===== config.mk =====
export PLATFORM = sky130hd
export DESIGN_NAME = srd_top
export DESIGN_NICKNAME = d
export VERILOG_FILES = /design/src/srd_pkg.sv /design/src/srd_dec_if.sv /design/src/srd_bitcount.sv /design/src/srd_opdecode.sv /design/src/srd_top.sv
export VERILOG_INCLUDE_DIRS = /design/src
export SDC_FILE = /design/constraint.sdc
export NUM_CORES = 1
export LEC_CHECK = 0
export BUFFER_PORTS_ARGS = -buffer_cell sky130_fd_sc_hd__buf_4
export CAP_MARGIN = 20
export CORE_MARGIN = 4
export CORE_UTILIZATION = 50
export CTS_CLUSTER_DIAMETER = 200
export CTS_CLUSTER_SIZE = 24
export DETAILED_ROUTE_END_ITERATION = 8
export GPL_TIMING_DRIVEN = 0
export PLACE_DENSITY_LB_ADDON = 0.3
export SLEW_MARGIN = 20
export SYNTH_ARGS = -nofsm -noshare
export SYNTH_HDL_FRONTEND = slang
export SYNTH_SLANG_ARGS = --single-unit

===== constraint.sdc =====
create_clock -name aclk -period 6.6 [get_ports aclk]
set_input_delay 0.33 -clock aclk [delete_from_list [all_inputs] [get_ports aclk]]
set_output_delay 0.33 -clock aclk [all_outputs]
set_load 0.02 [all_outputs]

===== src/srd_defs.svh =====
`ifndef SRD_DEFS_SVH
`define SRD_DEFS_SVH

// ==========================================================
// Register map (byte addresses, AXI4-Lite)
`define SRD_ADDR_W 5
`define SRD_OFF_CTRL 5'h00
`define SRD_OFF_MAC_COUNT 5'h04
`define SRD_OFF_STACK_PTR 5'h08
`define SRD_OFF_STATUS 5'h0C
`define SRD_OFF_RESULT 5'h10
`define SRD_OFF_OPCODE 5'h14
`define SRD_CTRL_ENABLE_RESET 1'h1
`define SRD_MAC_COUNT_RESET 8'h00
`define SRD_SP_RESET 16'h0000
`define SRD_RESP_OKAY 2'h0
`define SRD_RESP_SLVERR 2'h2

// ==========================================================
// Opcode encodings
`define SRD_PFX_IMM 7'h3E
`define SRD_B1_IMM 8'hE2
`define SRD_B1_MAC 8'hF1
`define SRD_PFX_OPND 7'h3A
`define SRD_B1_OPND_HI 4'h4
`define SRD_PFX_ROT 7'h3B
`define SRD_B1_ROT_HI 4'hA
`define SRD_B0_EA 8'h7D
`define SRD_B1_EA_HI 4'h9
`define SRD_B0_CTRL 8'hEB
`define SRD_B1_CTRL_LO 4'h2
`define SRD_B0_SET 8'hEC
`define SRD_SHORT_B_HI 4'h8
`define SRD_SHORT_W_HI 4'hC
`define SRD_SHORT_LO 3'h2

// ==========================================================
// Byte lengths and cycle counts
`define SRD_LEN_SHORT 4'h1
`define SRD_LEN_BASE 4'h2
`define SRD_LEN_IMM 4'h3
`define SRD_CYC_SHORT 4'h2
`define SRD_CYC_IMM 4'h2
`define SRD_CYC_OPND_REG 4'h2
`define SRD_CYC_OPND_MEM 4'h4
`define SRD_CYC_EA 4'h2
`define SRD_CYC_CTRL 4'h2
`define SRD_CYC_ROT_REG 4'h1
`define SRD_CYC_ROT_MEM 4'h3
`define SRD_CYC_MAC_B_BASE 16'h0004
`define SRD_CYC_MAC_B_PER 16'h0007
`define SRD_CYC_MAC_W_BASE 16'h0006
`define SRD_CYC_MAC_W_PER 16'h0009
`define SRD_CYC_MIN 16'h0001

`endif


===== src/srd_pkg.sv =====
package srd_pkg;

   typedef enum logic [3:0] {
      srd_op_none,
      srd_op_push_imm,
      srd_op_push_opnd,
      srd_op_push_short_b,
      srd_op_push_short_w,
      srd_op_push_effective_address,
      srd_op_push_control_reg,
      srd_op_push_register_set,
      srd_op_repeat_multiply_accumulate,
      srd_op_rotate_left_through_carry
   } srd_op_type;

   typedef enum logic [2:0] {
      srd_kind_dreg,
      srd_kind_areg,
      srd_kind_aind,
      srd_kind_displacement_byte,
      srd_kind_dsp16,
      srd_kind_abs,
      srd_kind_ctrl,
      srd_kind_none
   } srd_kind_type;

   typedef enum logic [1:0] {
      st_idle,
      st_second,
      st_operand,
      st_exec
   } srd_state_type;

endpackage


===== src/srd_dec_if.sv =====
`timescale 1ns/100ps
interface srd_dec_if;
   import srd_pkg::*;
   logic [7:0] first_byte;
   logic [7:0] second_byte;
   logic one_byte;
   srd_op_type op;
   srd_kind_type kind;
   logic [3:0] sel;
   logic [3:0] len;
   logic [3:0] base_cyc;
   logic word;
   logic illegal;
   logic [1:0] push_bytes;
   logic [3:0] set_count;

   modport ctl (output first_byte, second_byte, input one_byte, op, kind, sel, len, base_cyc, word,
                illegal, push_bytes, set_count);
   modport dec (input first_byte, second_byte, output one_byte, op, kind, sel, len, base_cyc, word,
                illegal, push_bytes);
   modport cnt (input second_byte, output set_count);
endinterface


===== src/srd_bitcount.sv =====
`timescale 1ns/100ps
module srd_bitcount
(
   srd_dec_if.cnt dif
);
   import srd_pkg::*;

   // ==========================================================
   // Registers chosen by the bitmap; bit 7 is data_reg_zero, bit 0 the frame base
   logic [3:0] acc [0:8];

   assign acc[0] = 4'h0;
   genvar i;
   generate
      for (i = 0; i < 8; i = i + 1)
      begin : g_bit
         assign acc[i+1] = acc[i] + {3'h0, dif.second_byte[i]};
      end
   endgenerate
   assign dif.set_count = acc[8];
endmodule


===== src/srd_opdecode.sv =====
`timescale 1ns/100ps
`include "srd_defs.svh"
module srd_opdecode
(
   srd_dec_if.dec dif
);
   import srd_pkg::*;

   // ==========================================================
   // Operand code classes
   function automatic srd_kind_type kind_of(input logic [3:0] c);
      if (c[3:2] == 2'b00)
         return srd_kind_dreg;
      else if (c[3:1] == 3'b010)
         return srd_kind_areg;
      else if (c[3:1] == 3'b011)
         return srd_kind_aind;
      else if (c[3:2] == 2'b10)
         return srd_kind_displacement_byte;
      else if (c != 4'hF)
         return srd_kind_dsp16;
      else
         return srd_kind_abs;
   endfunction

   function automatic logic [3:0] extra_len(input srd_kind_type k);
      if (k == srd_kind_displacement_byte)
         return 4'h1;
      else if (k == srd_kind_dsp16 || k == srd_kind_abs)
         return 4'h2;
      else
         return 4'h0;
   endfunction

   logic [7:0] b0;
   logic [7:0] b1;
   srd_kind_type k1;

   assign b0 = dif.first_byte;
   assign b1 = dif.second_byte;
   assign k1 = kind_of(b1[3:0]);

   // ==========================================================
   // Decode table
   always_comb
   begin
      dif.one_byte = 1'b0;
      dif.op = srd_op_none;
      dif.kind = srd_kind_none;
      dif.sel = 4'h0;
      dif.len = `SRD_LEN_BASE;
      dif.base_cyc = 4'h1;
      dif.word = 1'b0;
      dif.illegal = 1'b1;
      dif.push_bytes = 2'h0;
      if (b0[7:4] == `SRD_SHORT_B_HI && b0[2:0] == `SRD_SHORT_LO)
      begin
         // data_reg_zero_low or data_reg_zero_high
         dif.one_byte = 1'b1;
         dif.op = srd_op_push_short_b;
         dif.kind = srd_kind_dreg;
         dif.sel = {3'h0, b0[3]};
         dif.len = `SRD_LEN_SHORT;
         dif.base_cyc = `SRD_CYC_SHORT;
         dif.illegal = 1'b0;
         dif.push_bytes = 2'h1;
      end
      else if (b0[7:4] == `SRD_SHORT_W_HI && b0[2:0] == `SRD_SHORT_LO)
      begin
         dif.one_byte = 1'b1;
         dif.op = srd_op_push_short_w;
         dif.kind = srd_kind_areg;
         dif.sel = {3'h0, b0[3]};
         dif.len = `SRD_LEN_SHORT;
         dif.base_cyc = `SRD_CYC_SHORT;
         dif.word = 1'b1;
         dif.illegal = 1'b0;
         dif.push_bytes = 2'h2;
      end
      else if (b0[7:1] == `SRD_PFX_IMM && b1 == `SRD_B1_IMM)
      begin
         dif.op = srd_op_push_imm;
         dif.word = b0[0];
         dif.len = `SRD_LEN_IMM + {3'h0, b0[0]};
         dif.base_cyc = `SRD_CYC_IMM;
         dif.illegal = 1'b0;
         dif.push_bytes = b0[0] ? 2'h2 : 2'h1;
      end
      else if (b0[7:1] == `SRD_PFX_IMM && b1 == `SRD_B1_MAC)
      begin
         // Cycles depend on the repeat count, resolved by the caller
         dif.op = srd_op_repeat_multiply_accumulate;
         dif.word = b0[0];
         dif.illegal = 1'b0;
      end
      else if (b0 == `SRD_B0_EA && b1[7:4] == `SRD_B1_EA_HI)
      begin
         dif.op = srd_op_push_effective_address;
         dif.kind = k1;
         dif.sel = b1[3:0];
         dif.len = `SRD_LEN_BASE + extra_len(k1);
         dif.base_cyc = `SRD_CYC_EA;
         dif.word = 1'b1;
         dif.illegal = ~b1[3];
         dif.push_bytes = 2'h2;
      end
      else if (b0[7:1] == `SRD_PFX_OPND && b1[7:4] == `SRD_B1_OPND_HI)
      begin
         dif.op = srd_op_push_opnd;
         dif.kind = k1;
         dif.sel = b1[3:0];
         dif.word = b0[0];
         dif.len = `SRD_LEN_BASE + extra_len(k1);
         dif.base_cyc = (k1 == srd_kind_dreg || k1 == srd_kind_areg) ? `SRD_CYC_OPND_REG
                                                                       : `SRD_CYC_OPND_MEM;
         dif.illegal = 1'b0;
         dif.push_bytes = b0[0] ? 2'h2 : 2'h1;
      end
      else if (b0[7:1] == `SRD_PFX_ROT && b1[7:4] == `SRD_B1_ROT_HI)
      begin
         dif.op = srd_op_rotate_left_through_carry;
         dif.kind = k1;
         dif.sel = b1[3:0];
         dif.word = b0[0];
         dif.len = `SRD_LEN_BASE + extra_len(k1);
         dif.base_cyc = (k1 == srd_kind_dreg || k1 == srd_kind_areg) ? `SRD_CYC_ROT_REG
                                                                       : `SRD_CYC_ROT_MEM;
         dif.illegal = 1'b0;
      end
      else if (b0 == `SRD_B0_CTRL && !b1[7] && b1[3:0] == `SRD_B1_CTRL_LO)
      begin
         dif.op = srd_op_push_control_reg;
         dif.kind = srd_kind_ctrl;
         dif.sel = {1'b0, b1[6:4]};
         dif.base_cyc = `SRD_CYC_CTRL;
         dif.word = 1'b1;
         dif.illegal = (b1[6:4] == 3'h0);
         dif.push_bytes = 2'h2;
      end
      else if (b0 == `SRD_B0_SET)
      begin
         dif.op = srd_op_push_register_set;
         dif.word = 1'b1;
         dif.illegal = 1'b0;
      end
   end
endmodule


===== src/srd_top.sv =====
// The placing of the registers and the AXI4-Lite slave port are this design's own decisions.
`timescale 1ns/100ps
`include "srd_defs.svh"
module srd_top
(
   input wire logic aclk,
   input wire logic aresetn,
   input wire logic [`SRD_ADDR_W-1:0] s_axi_awaddr,
   input wire logic s_axi_awvalid,
   output logic s_axi_awready,
   input wire logic [31:0] s_axi_wdata,
   input wire logic [3:0] s_axi_wstrb,
   input wire logic s_axi_wvalid,
   output logic s_axi_wready,
   output logic [1:0] s_axi_bresp,
   output logic s_axi_bvalid,
   input wire logic s_axi_bready,
   input wire logic [`SRD_ADDR_W-1:0] s_axi_araddr,
   input wire logic s_axi_arvalid,
   output logic s_axi_arready,
   output logic [31:0] s_axi_rdata,
   output logic [1:0] s_axi_rresp,
   output logic s_axi_rvalid,
   input wire logic s_axi_rready,
   input wire logic fetch_valid,
   input wire logic [7:0] fetch_byte,
   output logic fetch_ready,
   output logic insn_done,
   output srd_pkg::srd_op_type insn_op,
   output srd_pkg::srd_kind_type insn_kind,
   output logic [3:0] insn_sel,
   output logic [3:0] insn_len,
   output logic [15:0] insn_cycles,
   output logic insn_illegal,
   output logic stack_wr_en,
   output logic [15:0] stack_wr_addr,
   output logic [4:0] stack_wr_bytes
);
   import srd_pkg::*;

   srd_dec_if dif ();
   srd_opdecode u_dec (.dif(dif));
   srd_bitcount u_cnt (.dif(dif));

   srd_state_type state;
   logic [7:0] first_q;
   logic [7:0] second_q;
   logic [3:0] remain;
   logic [15:0] cyc_left;
   srd_op_type op_q;
   srd_kind_type kind_q;
   logic [3:0] sel_q;
   logic [3:0] len_q;
   logic [15:0] cyc_q;
   logic illegal_q;
   logic [4:0] push_q;
   logic [3:0] set_cnt_q;
   logic ctrl_enable;
   logic [7:0] mac_count;
   logic [15:0] stack_pointer;
   logic fire;
   logic decode_evt;
   logic done_evt;
   logic [15:0] calc_cycles;
   logic [4:0] calc_push;
   logic wr_fire;
   logic rd_fire;

   // ==========================================================
   // Fetch side
   assign fetch_ready = ctrl_enable && (state != st_exec);
   assign fire = fetch_valid && fetch_ready;
   assign dif.first_byte = (state == st_idle) ? fetch_byte : first_q;
   assign dif.second_byte = (state == st_second) ? fetch_byte : second_q;
   assign decode_evt = fire && ((state == st_idle && dif.one_byte) || state == st_second);
   assign done_evt = (state == st_exec) && (cyc_left == 16'h0001);

   always_comb
   begin
      calc_cycles = {12'h000, dif.base_cyc};
      calc_push = {3'h0, dif.push_bytes};
      if (dif.illegal)
      begin
         calc_cycles = `SRD_CYC_MIN;
         calc_push = 5'h00;
      end
      else if (dif.op == srd_op_push_register_set)
      begin
         // Empty bitmap still occupies one cycle
         calc_cycles = (dif.set_count == 4'h0) ? `SRD_CYC_MIN
                                               : {11'h000, dif.set_count, 1'b0};
         calc_push = {dif.set_count, 1'b0};
      end
      else if (dif.op == srd_op_repeat_multiply_accumulate)
      begin
         if (dif.word)
            calc_cycles = `SRD_CYC_MAC_W_BASE + `SRD_CYC_MAC_W_PER * {8'h00, mac_count};
         else
            calc_cycles = `SRD_CYC_MAC_B_BASE + `SRD_CYC_MAC_B_PER * {8'h00, mac_count};
      end
   end

   // ==========================================================
   // Sequencer
   always_ff @(posedge aclk)
   begin
      if (!aresetn)
         state <= st_idle;
      else
      begin
         unique case (state)
            st_idle:
               if (fire)
                  state <= dif.one_byte ? st_exec : st_second;
            st_second:
               if (fire)
                  state <= (!dif.illegal && dif.len > `SRD_LEN_BASE) ? st_operand : st_exec;
            st_operand:
               if (fire && remain == 4'h1)
                  state <= st_exec;
            st_exec:
               if (done_evt)
                  state <= st_idle;
         endcase
      end
   end

   // Trailing displacement, absolute and immediate bytes are counted off
   always_ff @(posedge aclk)
   begin
      if (!aresetn)
      begin
         first_q <= 8'h00;
         second_q <= 8'h00;
         remain <= 4'h0;
      end
      else
      begin
         if (fire && state == st_idle)
            first_q <= fetch_byte;
         if (fire && state == st_second)
         begin
            second_q <= fetch_byte;
            remain <= dif.len - `SRD_LEN_BASE;
         end
         else if (fire && state == st_operand)
            remain <= remain - 4'h1;
      end
   end

   // Decode results are frozen once the last opcode byte is in
   always_ff @(posedge aclk)
   begin
      if (!aresetn)
      begin
         op_q <= srd_op_none;
         kind_q <= srd_kind_none;
         sel_q <= 4'h0;
         len_q <= 4'h0;
         cyc_q <= 16'h0000;
         illegal_q <= 1'b0;
         push_q <= 5'h00;
         set_cnt_q <= 4'h0;
      end
      else if (decode_evt)
      begin
         op_q <= dif.op;
         kind_q <= dif.kind;
         sel_q <= dif.sel;
         len_q <= dif.len;
         cyc_q <= calc_cycles;
         illegal_q <= dif.illegal;
         push_q <= calc_push;
         set_cnt_q <= dif.set_count;
      end
   end

   // Execution timer: fetch is stalled for the whole count
   always_ff @(posedge aclk)
   begin
      if (!aresetn)
         cyc_left <= 16'h0000;
      else if (decode_evt)
         cyc_left <= calc_cycles;
      else if (state == st_exec)
         cyc_left <= cyc_left - 16'h0001;
   end

   // ==========================================================
   // Completion report
   always_ff @(posedge aclk)
   begin
      if (!aresetn)
      begin
         insn_done <= 1'b0;
         insn_op <= srd_op_none;
         insn_kind <= srd_kind_none;
         insn_sel <= 4'h0;
         insn_len <= 4'h0;
         insn_cycles <= 16'h0000;
         insn_illegal <= 1'b0;
      end
      else
      begin
         insn_done <= done_evt;
         if (done_evt)
         begin
            insn_op <= op_q;
            insn_kind <= kind_q;
            insn_sel <= sel_q;
            insn_len <= len_q;
            insn_cycles <= cyc_q;
            insn_illegal <= illegal_q;
         end
      end
   end

   // Stack: pointer drops and the store is issued on the same edge, starting at the new top, low byte there
   always_ff @(posedge aclk)
   begin
      if (!aresetn)
      begin
         stack_pointer <= `SRD_SP_RESET;
         stack_wr_en <= 1'b0;
         stack_wr_addr <= 16'h0000;
         stack_wr_bytes <= 5'h00;
      end
      else
      begin
         stack_wr_en <= 1'b0;
         if (done_evt && !illegal_q && push_q != 5'h00)
         begin
            stack_pointer <= stack_pointer - {11'h000, push_q};
            stack_wr_en <= 1'b1;
            stack_wr_addr <= stack_pointer - {11'h000, push_q};
            stack_wr_bytes <= push_q;
         end
         else if (wr_fire && s_axi_awaddr == `SRD_OFF_STACK_PTR)
         begin
            if (s_axi_wstrb[0])
               stack_pointer[7:0] <= s_axi_wdata[7:0];
            if (s_axi_wstrb[1])
               stack_pointer[15:8] <= s_axi_wdata[15:8];
         end
      end
   end

   // ==========================================================
   // AXI4-Lite slave: address and data taken together, one of each outstanding
   assign s_axi_awready = s_axi_awvalid && s_axi_wvalid && !s_axi_bvalid;
   assign s_axi_wready = s_axi_awready;
   assign wr_fire = s_axi_awready;
   assign s_axi_arready = !s_axi_rvalid;
   assign rd_fire = s_axi_arvalid && s_axi_arready;

   always_ff @(posedge aclk)
   begin
      if (!aresetn)
      begin
         ctrl_enable <= `SRD_CTRL_ENABLE_RESET;
         mac_count <= `SRD_MAC_COUNT_RESET;
      end
      else if (wr_fire && s_axi_wstrb[0])
      begin
         if (s_axi_awaddr == `SRD_OFF_CTRL)
            ctrl_enable <= s_axi_wdata[0];
         if (s_axi_awaddr == `SRD_OFF_MAC_COUNT)
            mac_count <= s_axi_wdata[7:0];
      end
   end

   always_ff @(posedge aclk)
   begin
      if (!aresetn)
      begin
         s_axi_bvalid <= 1'b0;
         s_axi_bresp <= `SRD_RESP_OKAY;
      end
      else if (wr_fire)
      begin
         s_axi_bvalid <= 1'b1;
         s_axi_bresp <= (s_axi_awaddr > `SRD_OFF_OPCODE || s_axi_awaddr[1:0] != 2'h0) ? `SRD_RESP_SLVERR
                                                                                         : `SRD_RESP_OKAY;
      end
      else if (s_axi_bready)
         s_axi_bvalid <= 1'b0;
   end

   always_ff @(posedge aclk)
   begin
      if (!aresetn)
      begin
         s_axi_rvalid <= 1'b0;
         s_axi_rdata <= 32'h0000_0000;
         s_axi_rresp <= `SRD_RESP_OKAY;
      end
      else if (rd_fire)
      begin
         s_axi_rvalid <= 1'b1;
         s_axi_rresp <= `SRD_RESP_OKAY;
         s_axi_rdata <= 32'h0000_0000;
         unique case (s_axi_araddr)
            `SRD_OFF_CTRL: s_axi_rdata <= {31'h0000_0000, ctrl_enable};
            `SRD_OFF_MAC_COUNT: s_axi_rdata <= {24'h00_0000, mac_count};
            `SRD_OFF_STACK_PTR: s_axi_rdata <= {16'h0000, stack_pointer};
            `SRD_OFF_STATUS: s_axi_rdata <= {30'h0000_0000, insn_illegal, state != st_idle};
            `SRD_OFF_RESULT: s_axi_rdata <= {8'h00, insn_cycles, insn_len, insn_op};
            `SRD_OFF_OPCODE: s_axi_rdata <= {16'h0000, first_q, second_q};
            default: s_axi_rresp <= `SRD_RESP_SLVERR;
         endcase
      end
      else if (s_axi_rready)
         s_axi_rvalid <= 1'b0;
   end
endmodule


======== After elaboration in Yosys (flattened, before gate mapping) ========
Cells that the tools add are included.
Widths: inputs -> output; s select.
storage, ports and cells
  output and inout bits ................... 97
  flip-flop bits (word level) ............. 193
  bits of input ports ..................... 62
  word-level logic and storage cells ...... 281
cells by class
  bitwise logic cells ..................... 1
  multiply operators ...................... 2
  equal/unequal tests ..................... 42
  reductions and logical operators ........ 58
  magnitude comparators ................... 2
  $add $sub $neg .......................... 17
  mux-type cells .......................... 128
operators by type and width
  cell                   count
  $mux 4                 49
  $pmux 24 s6            1
  $mux 16                4
  $mux 13                4
  $mux 3                 14
  $mux 2                 20
  $eq 8x8->1 const B     4
  $mux 8                 4
  $mux 1                 28
  $logic_and 1x1->1      26
  $add 4x1->4            6
  $eq 7x6->1 const B     3
  $eq 4x4->1 const B     5
  $reduce_bool 2->1      9
  $eq 16x1->1 const B    1
  $sub 16x1->16 const B  1
  $sub 16x5->16          1
  $eq 5x4->1 const B     3
  $mux 5                 3
  $add 3x12->13 const A  1
  $add 2x4->4 const A    3
  $add 3x11->12 const A  1
  $eq 3x2->1 const B     4
  $mul 4x8->12 const A   1
  other kinds (31)       54

======== Logic depth before layout (Yosys ltp) ========
  depth in word-level cells ............... 32
  depth in mapped cells ................... 20
  mapped depth without buffers ............ 17

======== Cells and area by module ========
Synthesis repeated with hierarchy kept, for this count alone.
second synthesis, totals
  cells, all modules ...................... 1,278
  area total of the unflattened synthesis .. 10,080.9 sq um
by module, submodules not included
  module        cells each  sequential area each (sq um)  instances  area an instance (sq um)
  srd_top       1,153       3,423.3                       1          9,175.0
  srd_opdecode  101         0.0                           1          715.7
  srd_bitcount  24          0.0                           1          190.2

======== Worst setup path before layout ========
Ideal clock, no wire load.
  kind .................................... register -> register
  from .................................... register state[1]
  to ...................................... register cyc_left[3]
  period minus slack after synthesis ...... 4,063 ps
  path slack .............................. 2,537 ps
  cell stages (with the launch flop) ...... 18
  data required time ...................... 6,466 ps
  arrival ................................. 3,930 ps
  buffers on the path ..................... 2
  library setup time ...................... 134 ps
  cells stage by stage .................... dfxtp_1 inv_1 ha_1 clkbuf_1 clkbuf_1 mux2_2 fa_1 fa_1 fa_1 inv_1 fa_1 nand2b_1 and2_1 o2111ai_1 nor2b_1 a21oi_1 o21ai_0 o22ai_1
on the way
  longest elaborated chain between the ends .. 18
  elaborated cells on any way between the ends .. 90
  classes of those cells .................. 7 x add/sub; 20 x eq/ne; 43 x mux; 1 x bitwise; 19 x reduce/logical
ends and longest elaborated chain
  what                                                                  line            RTL
  from (decl)                                                           srd_top.sv:45   srd_state_type state;
  from (signal assigned)                                                srd_top.sv:108  state <= st_idle;
  from (signal assigned)                                                srd_top.sv:114  state <= dif.one_byte ? st_exec : st_second;
  from (signal assigned)                                                srd_top.sv:117  state <= (!dif.illegal && dif.len > `SRD_LEN_BASE) ? st_operand : st_exec;
  parallel branches: the longest is 18 deep, another holds $add 4x1->4  -
  to (signal assigned)                                                  srd_top.sv:184  cyc_left <= calc_cycles;
  to (signal assigned)                                                  srd_top.sv:186  cyc_left <= cyc_left - 16'h0001;
  to (decl)                                                             srd_top.sv:49   logic [15:0] cyc_left;
Several ways; the timed one is not identified.
A chain may end at the register's enable or synchronous reset.

======== Worst setup path after layout ========
Ends and elaborated chain as after synthesis.

==> flow_summary.ini <==
[status]
status = finished, final reports clean

[floorplan]
start_util = 0.514
die_w_um = 148
io_pins = 159
dieArea_um2 = 21800
std_cell_rows = 50
die_h_um = 148
core_area_um2 = 19000

[global_route]
globalRouteMet1Util = 0.375
grt_start_max_net_pins = 19
grt_use_met2 = 0.466
grt_pass1_wl_um = 49800
busiest_layer = met2
first_global_vias = 9046
antenna_found_initial = 0
grt_overflow_total = 0
use_met3 = 0.0613
grt_util_all_layers = 0.288

[finish]
fin_util = 0.615
fillers = 1700
antenna_cells = 0
drive_above_1_share = 0.148
synthToLayoutAreaGrowth_pct = 19.7
nets = 1502

[routing]
dr_total_vias = 9637
drtIter0Drc = 1116
antenna_left = 0
finalWirelength_um = 31900
drtPass1Iterations = 8
drc = 0
drt-vias-per-instance = 5.88
routedWlPerCell_um = 19.5

[clocking]
cts_tree = built
cts-resized-gates = 0
cts_root_buf = clkbuf_16
insertion_delay_ns = 0.45
clockBufferDepth = 2
clk_pin_slew_worst_paths_ns = 0.08
holdBufCountCts = 0
htreeDepth = 4
cts_inserted_buffers = 17
post_cts_buffers = 0
cts_sinks = 169

[setup_path]
cp_common_cell = inv_1
cp_top_family = buffers and inverters
r2r_end = cyc_left[3]
setup.worst_path.start = state[1]
max_stage_delay_ns = 0.44
start_kind = flip-flop
crit_buf_inv = 7
critPathKind = reg2reg
cp_cell_sequence = inv_1 > ha_1 > clkbuf_1 > clkbuf_1 > buf_1 > mux2_2 > inv_1 > ha_1 > inv_1 > fa_1 > fa_1 > inv_1 > fa_1 > nand2b_1 > and2_1 > o2111ai_1 > nor2b_1 > a21oi_1 > o21ai_0 > o22ai_1
path_max_fanout = 10
reg2reg_slack_ns = 1.67
worstPathRequired_ns = 6.95
worst-path-stages = 20
r2r_cells = 20
end_kind = flip-flop
regToRegStartpoint = state[1]
crit_arrival_ns = 5.28
slowest_stage = mux2_2
endpoint = cyc_left[3]

[sta]
finalSetupViolations = 0
fin_worst_skew_ns = 0.0154
tns_ns = 0
min_period_ns = 4.93
max-slew-margin-rel = 0.350
rsz0062_at_grt = no
finalHoldViolCount = 0
maxSlewViolCount = 0
post-route-period-util = 0.748
tightest_slew_ns = 0.968
max_freq_mhz = 203

[worst_hold_path]
min_path_type = in2reg
worstHoldStart = s_axi_rready

[power_and_ir_drop]
p_leak_nw = 4.90
total_power_mw = 3.06
switchingPower_mw = 1.09
ir_drop_mv = 0.266
swShare = 0.356
powerDensity_nw_per_um2 = 262
combPwrFrac = 0.283
p_int_mw = 1.97
p_seq_frac = 0.378
clkPwrFrac = 0.339

[logic_synthesis]
synth_edf_count = 0
synth.top_cells.by_count = nand2_1 (183), dfxtp_1 (169), nor2_1 (122), a21oi_1 (116), ha_1 (60)
syn_inst = 1210
synth_top_area_share = 0.347
synthDistinctLibCells = 75
async_flop_share = 0
yosysMostFrequentCell = nand2_1
ys_top_cells_by_area = dfxtp_1 (35%), ha_1 (7.7%), nand2_1 (7.1%)
syn-cell-area_um2 = 9740
ys.flop_type = dfxtp_1
ys_warn_count = 0
synth-seq-cells = 169
avgSynthCellArea_um2 = 8.05
ys_seq_area_frac = 0.347
synth_area_leader_cell = dfxtp_1

[place]
portBuffers = 120
post-dp-hpwl_um = 24600
finalWeightedCongestion = 0.974

[run]
drv_cap = 0
[cell usage in the layout, fill, tap and decap left out, types with 5 or more instances in the layout]
cell	instances
a21oi_1	116
mux2i_1	28
a31oi_1	14
and3_1	6
o22ai_1	12
a21boi_0	7
a211oi_1	15
fa_1	13
a21o_1	9
mux2_2	13
nand4_1	11
xnor2_1	19
and2_1	5
clkbuf_16	17
dfxtp_1	169
nand3_1	32
nand3b_1	11
a221oi_1	8
nor2b_1	14
conb_1	19
ha_1	60
o21ai_0	56
clkbuf_1	55
or3_1	12
nor3_1	22
nor2_1	122
buf_4	140
inv_1	48
xor2_1	12
nand2_1	183
a222oi_1	9
nand2b_1	7
nor4_1	7
a22oi_1	7
[per-stage QoR]
stage               cells  area (um^2)  hold slack (ns)  worst slack (ns)
floorplan            1228         9810            0.425              2.54
global placement     1608        11000            0.440              1.85
detailed placement   1608        11000            0.441              1.79
CTS                  1640        11700           0.0526              1.76
global route         1640        11700           0.0606              1.33
finish               1640        11700           0.0527              1.67
[cell type report]
type                       instances  area [um^2]  area share
sequential                       169         3380       0.290
clock inverter                    14          176      0.0151
tap                              260          325      0.0279
multi-input combinational        931         5880       0.504
buffer                            79          374      0.0321
clock buffer                      18          439      0.0376
inverter                          49          184      0.0158
timing repair buffer             120          901      0.0772
[sequential cells by signal, summed over array words and instances (netlist names), 5 cells and up]
register and count:
stack_pointer 16, push_q 5, cyc_left 16, second_q 8, cyc_q 12, first_q 8, mac_count 8, s_axi_rdata 20
insn_cycles 12, stack_wr_addr 16, stack_wr_bytes 5
[layer usage]
layer  vias up  wire length (um)
met2       494             14600
met3        95              2890
met5         -                 0
met4         0              1280
li1       4565                 -
met1      4483             13200
[power groups by stage]
| stage | clock network (mW) | logic (mW) | registers [mW] |
|---|---|---|---|
| final | 1.04 | 0.867 | 1.16 |
| after global routing | 1.09 | 0.957 | 1.16 |
| after CTS | 1.04 | 0.849 | 1.15 |
| after detailed placement | 0 | 0.843 | 1.18 |
| after global placement | 0 | 0.832 | 1.17 |
| after floorplan | 0 | 0.630 | 1.15 |
[worst register-to-register path, stage by stage (launching register included)]
cell	delay, ns
dfxtp_1	0.35
inv_1	0.11
ha_1	0.15
clkbuf_1	0.27
clkbuf_1	0.41
buf_1	0.42
mux2_2	0.44
inv_1	0.07
ha_1	0.23
inv_1	0.07
fa_1	0.42
fa_1	0.40
inv_1	0.08
fa_1	0.18
nand2b_1	0.12
and2_1	0.16
o2111ai_1	0.30
nor2b_1	0.26
a21oi_1	0.12
o21ai_0	0.09
o22ai_1	0.19
[cells by family after synthesis]
family          after synthesis  synth area share
other cells                   1          0.000385
buf+inv                     128            0.0573
compound gates              298             0.192
mux                          41            0.0438
fa+ha+maj                    73             0.104
xor+xnor                     31            0.0279
simple gates                469             0.228
flops                       169             0.347
[worst min path at each step]
stage / to / slack (ns) / cells after the start
floorplan: cyc_q[10] / 0.42 / 2
global placement: stack_wr_addr[2] / 0.44 / 2
detailed placement: insn_sel[1] / 0.44 / 2
CTS: s_axi_rvalid / 0.05 / 2
global route: s_axi_rvalid / 0.06 / 2
finish: s_axi_rvalid / 0.05 / 2
No activity file was read; power rests on OpenSTA's default activity.
